File: config.mk
export PLATFORM = sky130hd
export DESIGN_NAME = iowd_top
export DESIGN_NICKNAME = d
export VERILOG_FILES = /design/src/verilog/iowd_pkg.sv /design/src/verilog/iowd_top.sv /design/src/verilog/iowd_counter.sv
export SDC_FILE = /design/constraint.sdc
export NUM_CORES = 1
export LEC_CHECK = 0
export BUFFER_PORTS_ARGS = -buffer_cell sky130_fd_sc_hd__buf_2
export CAP_MARGIN = 0
export CORE_MARGIN = 2
export CORE_UTILIZATION = 51
export CTS_CLUSTER_DIAMETER = 200
export DETAILED_ROUTE_END_ITERATION = 10
export PLACE_DENSITY = 0.85
export SLEW_MARGIN = 10
export SYNTH_ARGS = -nofsm -noshare
export SYNTH_HDL_FRONTEND = slang
export SYNTH_SLANG_ARGS = --single-unit
export TNS_END_PERCENT = 50
File: constraint.sdc
create_clock -name i_clk_sys -period 1.8 [get_ports i_clk_sys]
set_input_delay 0.09 -clock i_clk_sys [delete_from_list [all_inputs] [get_ports i_clk_sys]]
set_output_delay 0.09 -clock i_clk_sys [all_outputs]
set_load 0.02 [all_outputs]
File: src/verilog/iowd_pkg.sv
package iowd_pkg;

    // Host-visible port, decoded on the low 16 address bits
    localparam logic [15:0] PORT_ADDR        = 16'h0443;
    localparam logic [7:0]  CMD_DISABLE      = 8'h00;
    localparam logic [7:0]  CMD_REFRESH      = 8'h01;

    // Read-back layout of the port
    localparam int          STAT_ENABLED_BIT = 0;
    localparam int          STAT_FIRED_BIT   = 1;
    localparam int          STAT_ACTION_BIT  = 2;

    // Timing, in their own units first
    localparam int          CLK_MHZ          = 40;
    localparam int          TICK_US          = 1000;
    localparam int          TIMEOUT_MS       = 1600;
    localparam int          TOLERANCE_PCT    = 30;
    localparam int          RST_PULSE_US     = 100;

    // Derived cycle and tick counts
    localparam int          TICK_CYCLES      = TICK_US * CLK_MHZ;
    localparam int          TIMEOUT_TICKS    = (TIMEOUT_MS * 1000) / TICK_US;
    localparam int          RST_PULSE_CYCLES = RST_PULSE_US * CLK_MHZ;

    // Reset value of the port read-back
    localparam logic [7:0]  STATUS_RESET     = 8'h00;

    typedef struct packed {
        logic [15:0] addr;
        logic        aen;
        logic        ior_n;
        logic        iow_n;
        logic [7:0]  data;
    } iowd_isa_s;

    typedef enum logic [1:0] {
        WD_OFF   = 2'b00,
        WD_ARMED = 2'b01,
        WD_FIRED = 2'b10
    } iowd_state_e;

    typedef enum logic {
        ACT_RESET = 1'b0,
        ACT_IRQ   = 1'b1
    } iowd_action_e;

endpackage

File: src/verilog/iowd_top.sv
module iowd_top #(
    parameter int P_TICK_CYCLES    = iowd_pkg::TICK_CYCLES,
    parameter int P_TIMEOUT_TICKS  = iowd_pkg::TIMEOUT_TICKS,
    parameter int P_RST_PULSE_CYC  = iowd_pkg::RST_PULSE_CYCLES
) (
    input  wire logic                i_clk_sys,
    input  wire logic                i_resetn,
    input  wire iowd_pkg::iowd_isa_s i_isa,
    input  wire logic                i_timeout_action_jumper,
    output logic [7:0]               o_sd,
    output logic                     o_sd_oe,
    output logic                     o_cpu_reset,
    output logic                     o_irq11
);

    logic                  rst_meta_r;
    logic                  rst_n_r;
    logic                  ior_prev_n_r;
    logic                  iow_prev_n_r;
    logic                  strap_taken_r;
    iowd_pkg::iowd_action_e action_r;
    iowd_pkg::iowd_state_e  state_r;
    logic                  first_read_done_r;
    logic                  restart;
    logic                  tick;
    logic                  timeout;
    logic                  pulse_done;
    logic                  rst_pulse_r;
    logic                  irq_r;
    logic                  port_hit;
    logic                  rd_start;
    logic                  wr_start;
    logic                  wr_refresh;
    logic                  wr_disable;
    logic                  rd_enable;
    logic                  armed;
    logic [7:0]            status;

    // Release of the asynchronous reset through two flops
    always_ff @(posedge i_clk_sys or negedge i_resetn) begin
        if (!i_resetn) begin
            rst_meta_r <= 1'b0;
            rst_n_r    <= 1'b0;
        end else begin
            rst_meta_r <= 1'b1;
            rst_n_r    <= rst_meta_r;
        end
    end

    // Jumper is a strap: caught once after reset release, never written by software
    always_ff @(posedge i_clk_sys or negedge rst_n_r) begin
        if (!rst_n_r) begin
            strap_taken_r <= 1'b0;
            action_r      <= iowd_pkg::ACT_RESET;
        end else if (!strap_taken_r) begin
            strap_taken_r <= 1'b1;
            action_r      <= iowd_pkg::iowd_action_e'(i_timeout_action_jumper);
        end
    end

    // Port decode on the leading edge of each strobe
    assign port_hit = (i_isa.addr == iowd_pkg::PORT_ADDR) && !i_isa.aen;

    // Strobe history idles high so reset release makes no false edge
    always_ff @(posedge i_clk_sys or negedge rst_n_r) begin
        if (!rst_n_r) begin
            ior_prev_n_r <= 1'b1;
            iow_prev_n_r <= 1'b1;
        end else begin
            ior_prev_n_r <= i_isa.ior_n;
            iow_prev_n_r <= i_isa.iow_n;
        end
    end

    // Only the high-to-low step counts, so a long strobe acts once
    assign rd_start   = port_hit && ior_prev_n_r && !i_isa.ior_n;
    assign wr_start   = port_hit && iow_prev_n_r && !i_isa.iow_n;
    assign wr_refresh = wr_start && (i_isa.data == iowd_pkg::CMD_REFRESH);
    assign wr_disable = wr_start && (i_isa.data == iowd_pkg::CMD_DISABLE);
    assign rd_enable  = rd_start && !first_read_done_r;

    // Later reads only return status; re-enabling needs a write of one
    always_ff @(posedge i_clk_sys or negedge rst_n_r) begin
        if (!rst_n_r) begin
            first_read_done_r <= 1'b0;
        end else if (rd_start) begin
            first_read_done_r <= 1'b1;
        end
    end

    // Any enabling access restarts both prescaler and timeout count from zero
    assign restart = wr_refresh || rd_enable || wr_disable;
    assign armed   = (state_r == iowd_pkg::WD_ARMED);

    iowd_counter #(
        .LIMIT   (P_TICK_CYCLES)
    ) u_prescale (
        .i_clk   (i_clk_sys),
        .i_rst_n (rst_n_r),
        .i_clear (restart),
        .i_run   (armed),
        .o_done  (tick)
    );

    // Nominal count only; oscillator and divider spread stays inside the margin
    iowd_counter #(
        .LIMIT   (P_TIMEOUT_TICKS)
    ) u_timeout (
        .i_clk   (i_clk_sys),
        .i_rst_n (rst_n_r),
        .i_clear (restart),
        .i_run   (armed && tick),
        .o_done  (timeout)
    );

    // Watchdog state; a refresh, a disable or the first read in the same cycle as a timeout wins
    always_ff @(posedge i_clk_sys or negedge rst_n_r) begin
        if (!rst_n_r) begin
            state_r <= iowd_pkg::WD_OFF;
        end else begin
            case (state_r)
                iowd_pkg::WD_OFF: begin
                    if (wr_refresh || rd_enable) begin
                        state_r <= iowd_pkg::WD_ARMED;
                    end
                end
                iowd_pkg::WD_ARMED: begin
                    if (wr_disable) begin
                        state_r <= iowd_pkg::WD_OFF;
                    end else if (wr_refresh || rd_enable) begin
                        state_r <= iowd_pkg::WD_ARMED;
                    end else if (timeout) begin
                        state_r <= iowd_pkg::WD_FIRED;
                    end
                end
                iowd_pkg::WD_FIRED: begin
                    if (wr_disable) begin
                        state_r <= iowd_pkg::WD_OFF;
                    end else if (wr_refresh || rd_enable) begin
                        state_r <= iowd_pkg::WD_ARMED;
                    end
                end
                default: begin
                    state_r <= iowd_pkg::WD_OFF;
                end
            endcase
        end
    end

    // Reset action: fixed-width pulse so the CPU sees a clean reset
    iowd_counter #(
        .LIMIT   (P_RST_PULSE_CYC)
    ) u_rst_pulse (
        .i_clk   (i_clk_sys),
        .i_rst_n (rst_n_r),
        .i_clear (!rst_pulse_r),
        .i_run   (rst_pulse_r),
        .o_done  (pulse_done)
    );

    always_ff @(posedge i_clk_sys or negedge rst_n_r) begin
        if (!rst_n_r) begin
            rst_pulse_r <= 1'b0;
        end else if (armed && timeout && !restart && action_r == iowd_pkg::ACT_RESET) begin
            rst_pulse_r <= 1'b1;
        end else if (pulse_done) begin
            rst_pulse_r <= 1'b0;
        end
    end

    // Interrupt action: level held until the host writes one or zero
    always_ff @(posedge i_clk_sys or negedge rst_n_r) begin
        if (!rst_n_r) begin
            irq_r <= 1'b0;
        end else if (armed && timeout && !restart && action_r == iowd_pkg::ACT_IRQ) begin
            irq_r <= 1'b1;
        end else if (wr_refresh || wr_disable) begin
            irq_r <= 1'b0;
        end
    end

    // Status byte; spare bits read as zero
    always_comb begin
        status                             = iowd_pkg::STATUS_RESET;
        status[iowd_pkg::STAT_ENABLED_BIT] = armed;
        status[iowd_pkg::STAT_FIRED_BIT]   = (state_r == iowd_pkg::WD_FIRED);
        status[iowd_pkg::STAT_ACTION_BIT]  = action_r;
    end

    // Registered outputs; read data trails the strobe by one clock
    always_ff @(posedge i_clk_sys or negedge rst_n_r) begin
        if (!rst_n_r) begin
            o_sd        <= iowd_pkg::STATUS_RESET;
            o_sd_oe     <= 1'b0;
        end else begin
            o_sd        <= status;
            o_sd_oe     <= port_hit && !i_isa.ior_n;
        end
    end

    // Action pins retimed so no decode glitch reaches the CPU or the interrupt line
    always_ff @(posedge i_clk_sys or negedge rst_n_r) begin
        if (!rst_n_r) begin
            o_cpu_reset <= 1'b0;
            o_irq11     <= 1'b0;
        end else begin
            o_cpu_reset <= rst_pulse_r;
            o_irq11     <= irq_r;
        end
    end

endmodule

File: src/verilog/iowd_counter.sv
module iowd_counter #(
    parameter int LIMIT = 2
) (
    input  wire logic i_clk,
    input  wire logic i_rst_n,
    input  wire logic i_clear,
    input  wire logic i_run,
    output logic      o_done
);

    localparam int W = (LIMIT > 1) ? $clog2(LIMIT) : 1;
    localparam logic [W-1:0] LAST = W'(LIMIT - 1);

    logic [W-1:0] count_r;

    // Clear dominates so a restart always begins from zero
    always_ff @(posedge i_clk or negedge i_rst_n) begin
        if (!i_rst_n) begin
            count_r <= '0;
        end else if (i_clear) begin
            count_r <= '0;
        end else if (i_run) begin
            count_r <= (count_r == LAST) ? '0 : count_r + W'(1);
        end
    end

    always_ff @(posedge i_clk or negedge i_rst_n) begin
        if (!i_rst_n) begin
            o_done <= 1'b0;
        end else begin
            o_done <= !i_clear && i_run && (count_r == LAST);
        end
    end

endmodule

==> results.md, run 1 <==
- Min Hold Slack: 84.0 ps
- Fin crit period: 1820 ps
- CP Capture Type: register
- Post-synth EDFFs: 0
- Die H: 78.9 µm
- Synth Cell Area: 0.00286 mm²
- Inserted Clock Buffers: 9
- Finished Layout Cells: 437
- Worst Path Max Fanout: 17
- Gr ovfl total: 0
- Die area: 0.00622 mm²
- Fmax: 549 MHz
- Cell taking the most area after synthesis: dfrtp_1
- Clock root buffer: clkbuf_8
- Internal power: 1.96 mW
- Post-Syn Instances: 299
- Clock power frac: 42.3%
- RSZ-0062 raised after global routing: yes
- Peak supply drop: 0.628 mV
- Max clock buf depth: 2
- Failing checks: negative setup slack
- DRT iter0 DRCs: 89
- Gpl congestion: 0.848
- Setup ws final: -20.5 ps
- Synthesized area per cell: 9.57 µm²
- P_sw: 0.578 mW
- Nets: 393
- Vias per cell: 5.46
- Remaining DRCs: 0
- Drt first pass iters: 4
- Sw Ratio: 22.7%
- Starting density of the core: 52.3%
- Final setup violation count: 2
- IO Count: 41
- ANT cells: 0
- Final ANT Viol Nets: 0
- Cell variety after synth: 49
- Worst slew pin tran: 524 ps
- First-pass GRT wire length: 10100 µm
- Share of the synthesized area in the top cell type: 49.9%
- Top post-synthesis cells by area: dfrtp_1, nor2_1, a21oi_1
- CP startpoint kind: register
- Final hold violations: 0
- Register area share after synthesis: 51.7%
- CP startpoint: u_prescale.count_r[14]
- Gr usage total: 20.9%
- Leak: 1.52 nW
- Site row count: 27
- Register area: 0.00148 mm²
- CP arrival: 2050 ps
- Hold WC Path Type: in2async
- TritonCTS clock tree: done
- Final clock skew: 6.40 ps
- Post-synth top flop: dfrtp_1
- Synth warn: 0
- Antenna violations before repair: 0
- FILL cells: 432
- Max-slew violations: 0
- Register share of total power: 53.3%
- Async SR Flop Fraction: 100%
- Outcome: complete, but fails checks
- Clock Latency Late Sink: 340 ps
- Register bit total from synthesis: 59
- Pin count of the biggest net entering global routing: 40
- Placed Cells: 416
- Worst r2r src: u_prescale.count_r[14]
- Final period util: 101%
- Clock slew at reported path FFs: 70 ps
- Area grow syn2layout: 22.0%
- CP Class: reg2reg
- Data required, critical path: 2030 ps
- Slew headroom: 64.8%
- Vias in the first global route: 2300
- Layout cells sized above 1: 22.7%
- PD cells: 729 mW/mm²
- H-tree Lvls: 3
- Area occupied by multi-input gates: 0.00131 mm²
- HPWL after DPL: 3810 µm
- PortBufs: 35
- Routed wire length: 5800 µm
- Die X: 78.9 µm
- Core area: 0.00547 mm²
- Combinational power share: 4.4%
- Clock sink total: 59
- Vias: 2386
- WL per Instance: 13.3 µm
- Max_cap viols: 0
## cell type report
| class | count | area share [%] |
|---|---|---|
| tap | 72 | 2.58 |
| sequential | 59 | 42.4 |
| clock buffer | 14 | 4.66 |
| inverter | 9 | 0.968 |
| clock inverter | 2 | 0.287 |
| timing repair buffer | 59 | 11.7 |
| multi-input combinational | 222 | 37.4 |
## final timing paths
path	cells past startpoint	end	slack, ps
setup / recovery	6	u_prescale.count_r[10]	-20
hold / removal	2	rst_n_r	80
setup reg to reg	6	u_prescale.count_r[10]	-20
hold reg to reg	0	irq_r	220
max in group asynchronous	1	u_rst_pulse.count_r[4]	1020
min in group i_clk_sys	4	state_r[0]	140
## layer usage
layer | wire [µm] | global-route usage [%] | up-vias
met2 | 2840 | 33.4 | 60
met5 | 0 | 0 | -
met1 | 2590 | 26.6 | 1156
met4 | 73 | 10.2 | 0
li1 | - | - | 1163
met3 | 300 | 5.57 | 7
## power by group through the flow
stage | clock [mW] | combinational, mW | sequential, mW
5_1_grt | 1.15 | 0.127 | 1.36
2_1_floorplan | 0 | 0.0439 | 1.39
3_5_place_dp | 0 | 0.103 | 1.38
3_3_place_gp | 0 | 0.0987 | 1.38
6_report | 1.07 | 0.113 | 1.35
4_1_cts | 1.10 | 0.109 | 1.36
## repair_timing
item / CTS / global route
setup buffers: 0 / 1
endpoints found under the hold margin: 6 / 0
endpoints found under the setup margin: 4 / 14
hold buffers: 4 / 0
gates resized for setup: 3 / 5
gates cloned: 0 / 0
pin swaps: 3 / 1
## cell usage after synthesis, types with 2 or more instances
cell	number
nand4_1	14
nor2_1	53
or4b_4	2
nor2b_1	3
buf_2	4
nand4bb_1	2
mux2i_1	3
ha_1	3
dfstp_2	2
o21ai_0	6
conb_1	2
buf_4	5
clkbuf_1	4
nand3_1	14
xnor2_1	7
xor2_1	10
nor4_1	4
o21ai_1	4
or4_1	2
a31oi_1	3
nand3b_1	2
inv_1	8
and2_1	3
dfrtp_1	57
nor3_1	11
a21oi_1	23
nand2_1	18
nor4b_1	2
and3_1	4
or3_1	3
nor3b_1	3
## logic make-up after synthesis
logic type | share of synthesized area, %
other | 0.263
muxes | 1.44
DFF | 51.7
buffers and inverters | 4.11
adders and majority gates | 1.31
AOI/OAI and AO/OA | 9.06
and+or+nand+nor | 26.9
xor gates and xnor gates | 5.21
## state kept, by name (all words and copies together) (netlist names), 2 cells and up
name                 cells
u_rst_pulse.count_r     12
u_prescale.count_r      16
state_r                  2
u_timeout.count_r       11
o_sd                     3
## cells in the final DEF, fill, tap and decap left out, drive strengths merged, types with 3 or more instances in the layout
cell type | synthesis | final
ha | 3 | 3
clkbuf | 4 | 14
xnor2 | 7 | 7
mux2i | 3 | 3
o21ai | 10 | 10
a21oi | 23 | 23
dfrtp | 57 | 57
nor2 | 53 | 53
dlygate4sd3 | 0 | 4
nand3 | 14 | 14
nor3b | 3 | 3
and2 | 3 | 3
and3 | 4 | 4
buf | 10 | 55
xor2 | 10 | 10
nor4 | 6 | 6
inv | 9 | 9
or3 | 3 | 3
a31oi | 3 | 3
nor3 | 11 | 11
nor2b | 3 | 3
nand2 | 18 | 18
nand4 | 14 | 14
conb | 2 | 7
## per-stage QoR
step	util (%)	area, µm²	power [mW]	setup WS, ps	TNS (ps)
final	63.7	3490	2.54	-20.5	-35.7
after global routing	63.7	3490	2.63	-108	-614
after CTS	63.2	3460	2.56	-8.78	-12.9
after detailed placement	59.3	3240	1.48	-30.9	-68.0
after global placement	59.3	3240	1.48	11.1	0
after floorplan	-	2880	1.43	-27.8	-146
## worst max-delay path, cell delays in order, from the launching register on
cell and delay, ps:
dfrtp_1 380, or4b_4 550, nor4_4 320, buf_12 180, o21ai_1 80, a21oi_1 150
nor2_1 50
No activity file was read; power rests on OpenSTA's default activity.
==> run 2, diff against run 1 <==
--- a/config.mk
+++ b/config.mk
@@ -8,10 +8,11 @@
 export BUFFER_PORTS_ARGS = -buffer_cell sky130_fd_sc_hd__buf_2
 export CAP_MARGIN = 0
 export CORE_MARGIN = 2
-export CORE_UTILIZATION = 51
+export CORE_UTILIZATION = 60
 export CTS_CLUSTER_DIAMETER = 200
 export DETAILED_ROUTE_END_ITERATION = 10
-export PLACE_DENSITY = 0.85
+export PLACE_DENSITY = 0.93
+export REMOVE_ABC_BUFFERS = 1
 export SLEW_MARGIN = 10
 export SYNTH_ARGS = -nofsm -noshare
 export SYNTH_HDL_FRONTEND = slang
==> constraint.sdc (replaced) <==
create_clock -name i_clk_sys -period 2.2 [get_ports i_clk_sys]
set_input_delay 0.11 -clock i_clk_sys [delete_from_list [all_inputs] [get_ports i_clk_sys]]
set_output_delay 0.11 -clock i_clk_sys [all_outputs]
set_load 0.02 [all_outputs]
==> run 2 against run 1 <==
The flow now finishes without violations. Sequential cell count is the same. Worst hold slack lost 13 ps. Clock-buffer cell count shrank 4. Global-route usage grew 5.4 points. Sequential power shrank 19%. Critical path depth is the same. Sequential share of layout area grew 1.3 points. Critical path type unchanged. Largest cell class unchanged.
==> results.md, run 2 (synthesis gave the netlist of run 1 again) <==
- Area occupied by multi-input gates: 0.00128 mm² (-1.5%)
- Max clock buf depth: 2 (unchanged)
- PortBufs: 35 (unchanged)
- Most common cell after layout, fill and taps aside: dfrtp_1
- Remaining DRCs: 0 (unchanged)
- P_sw: 0.509 mW (-12%)
- Final ANT Viol Nets: 0 (unchanged)
- PD cells: 716 mW/mm² (-1.7%)
- Outcome: completed
- Met1 Use GR: 32.5% (+5.8 points)
- FILL cells: 328 (-24%)
- Clock Latency Late Sink: 350 ps (about the same)
- Clock sink total: 59 (unchanged)
- IO Count: 41 (unchanged)
- CP Class: reg2reg
- Peak supply drop: 0.569 mV (-9.3%)
- ANT cells: 0 (unchanged)
- Combinational power share: 3.8% (-0.6 points)
- Vias per cell: 5.81 (+6.5%)
- Register share of total power: 45.4% (-7.9 points)
- Setup ws final: 193 ps (+214 ps)
- Max-slew violations: 0 (unchanged)
- Worst slew pin tran: 693 ps (+169 ps)
- Fin crit period: 2010 ps (+186 ps)
- Leak: 1.48 nW (-3.0%)
- Pin count of the biggest net entering global routing: 58 (+45%)
- Layout cells sized above 1: 19.9% (-2.9 points)
- Vias: 2360 (-1.1%)
- Die area: 0.00534 mm² (-14%)
- Gpl congestion: 0.837 (-1.3%)
- Final clock skew: 10.7 ps (+4.33 ps)
- Clock slew at reported path FFs: 70 ps (about the same)
- Register area: 0.00148 mm² (unchanged)
- Layer with the highest usage: met2
- Gr usage total: 26.4% (+5.4 points)
- RSZ-0062 raised after global routing: no
- Max_cap viols: 0 (unchanged)
- Most frequent cells in the layout: dfrtp_1, nor2_1, buf_2
- Site row count: 25 (-7.4%)
- DRT iter0 DRCs: 230 (+160%)
- Met2 usage: 44.1% (+11 points)
- Largest Register: u_prescale.count_r
- Die X: 73.0 µm (-7.4%)
- Worst Path Max Fanout: 8 (-9)
- Routed wire length: 6250 µm (+7.9%)
- First-pass GRT wire length: 10700 µm (+5.5%)
- Clock power frac: 50.8% (+8.5 points)
- Biggest regs: u_prescale.count_r: 16 flops, u_rst_pulse.count_r: 12 flops, u_timeout.count_r: 11 flops
- CP arrival: 2230 ps (+180 ps)
- Power, Total: 2.42 mW (-4.6%)
- Post-route setup TNS: 0 ps (+35.7 ps)
- Sw Ratio: 21.0% (-1.7 points)
- HPWL after DPL: 4070 µm (+6.8%)
- TritonCTS clock tree: done
- CP Capture Type: register
- Data required, critical path: 2420 ps (+390 ps)
- Final period util: 91.2% (-9.9 points)
- Clock root buffer: clkbuf_8
- Nets: 380 (-3.3%)
- Final hold violations: 0 (unchanged)
- Drt first pass iters: 4 (unchanged)
- Number of flip-flops in the largest register: 16 (unchanged)
- Slew headroom: 53.8% (-11 points)
- Final setup violation count: 0 (-2)
- Place WS: 214 ps (+245 ps)
- Inserted Clock Buffers: 9 (unchanged)
- Gr ovfl total: 0 (unchanged)
- Starting density of the core: 61.4% (+9.1 points)
- Internal power: 1.92 mW (-2.5%)
- Setup Fix Bufs, Post-CTS: 0 (unchanged)
- WL per Instance: 15.4 µm (+16%)
- Hold WC Path Type: in2async
- Vias in the first global route: 2366 (+2.9%)
- H-tree Lvls: 3 (unchanged)
- Area grow syn2layout: 18.3%
- Core area: 0.00466 mm² (-15%)
- Fmax: 498 MHz (-9.3%)
- CP startpoint kind: register
- Final core occ: 72.6% (+8.9 points)
- Die H: 73.0 µm (-7.4%)
- Antenna violations before repair: 0 (unchanged)
- Met3 usage in global routing: 7.04% (+1.5 points)
[run 2: changes by cell type in the layout (fill, tap and decap cells not counted), sizes merged]
cell | previous run | this run
clkbuf | 14 | 10
clkinv | 2 | 0
clkinvlp | 0 | 3
bufinv | 0 | 3
buf | 55 | 42
[run 2: worst paths after layout]
check                                       start                     end  slack (ps)  depth (start not counted)
max                        u_prescale.count_r[13]  u_prescale.count_r[13]         190                          6
min                                      i_resetn                 rst_n_r          70                          2
max reg2reg                u_prescale.count_r[13]  u_prescale.count_r[13]         190                          6
min reg2reg                            rst_meta_r                 rst_n_r         360                          0
max in group asynchronous                 rst_n_r           strap_taken_r        1320                          1
min in group i_clk_sys                   i_isa[0]              state_r[0]         190                          4
[run 2: metrics by stage]
step                      std cells  area (µm²)  hold slack, ps
after floorplan                 290        2800            -186
after global placement          386        3090            -104
after detailed placement        386        3090           -98.8
after CTS                       406        3380            64.7
after global routing            406        3380            67.5
final                           406        3380            71.1
[run 2: power by group through the flow]
stage	logic, mW	registers (mW)	clock network, mW
floorplan	0.0289	1.14	0
global placement	0.0826	1.12	0
detailed placement	0.0852	1.12	0
CTS	0.0917	1.10	1.25
global route	0.103	1.10	1.30
finish	0.0916	1.10	1.23
[run 2: metal layers]
metal	part of all wire, %	vias up
met4	1.9	0
met1	43	1147
met2	51	63
li1	-	1137
met3	4.3	13
met5	0	-
[run 2: worst max-delay path: stages, from the launching register on]
cell     delay [ps]
dfrtp_1         420
or4b_4          560
nor4_4          380
buf_4           230
a31oi_1          40
o21ai_0         180
a21oi_1          80
[run 2: repair_timing]
item,CTS,global route
hold endpoints to repair,6,0
resized for setup,0,0
hold buffers,4,0
[run 2: cell type report]
| cell class | count | area share, % |
|---|---|---|
| clock buffer | 10 | 4.07 |
| clock inverter | 6 | 3.33 |
| inverter | 9 | 0.998 |
| multi-input combinational | 222 | 38.0 |
| sequential | 59 | 43.7 |
| tap | 54 | 2.00 |
| timing repair buffer | 46 | 7.91 |
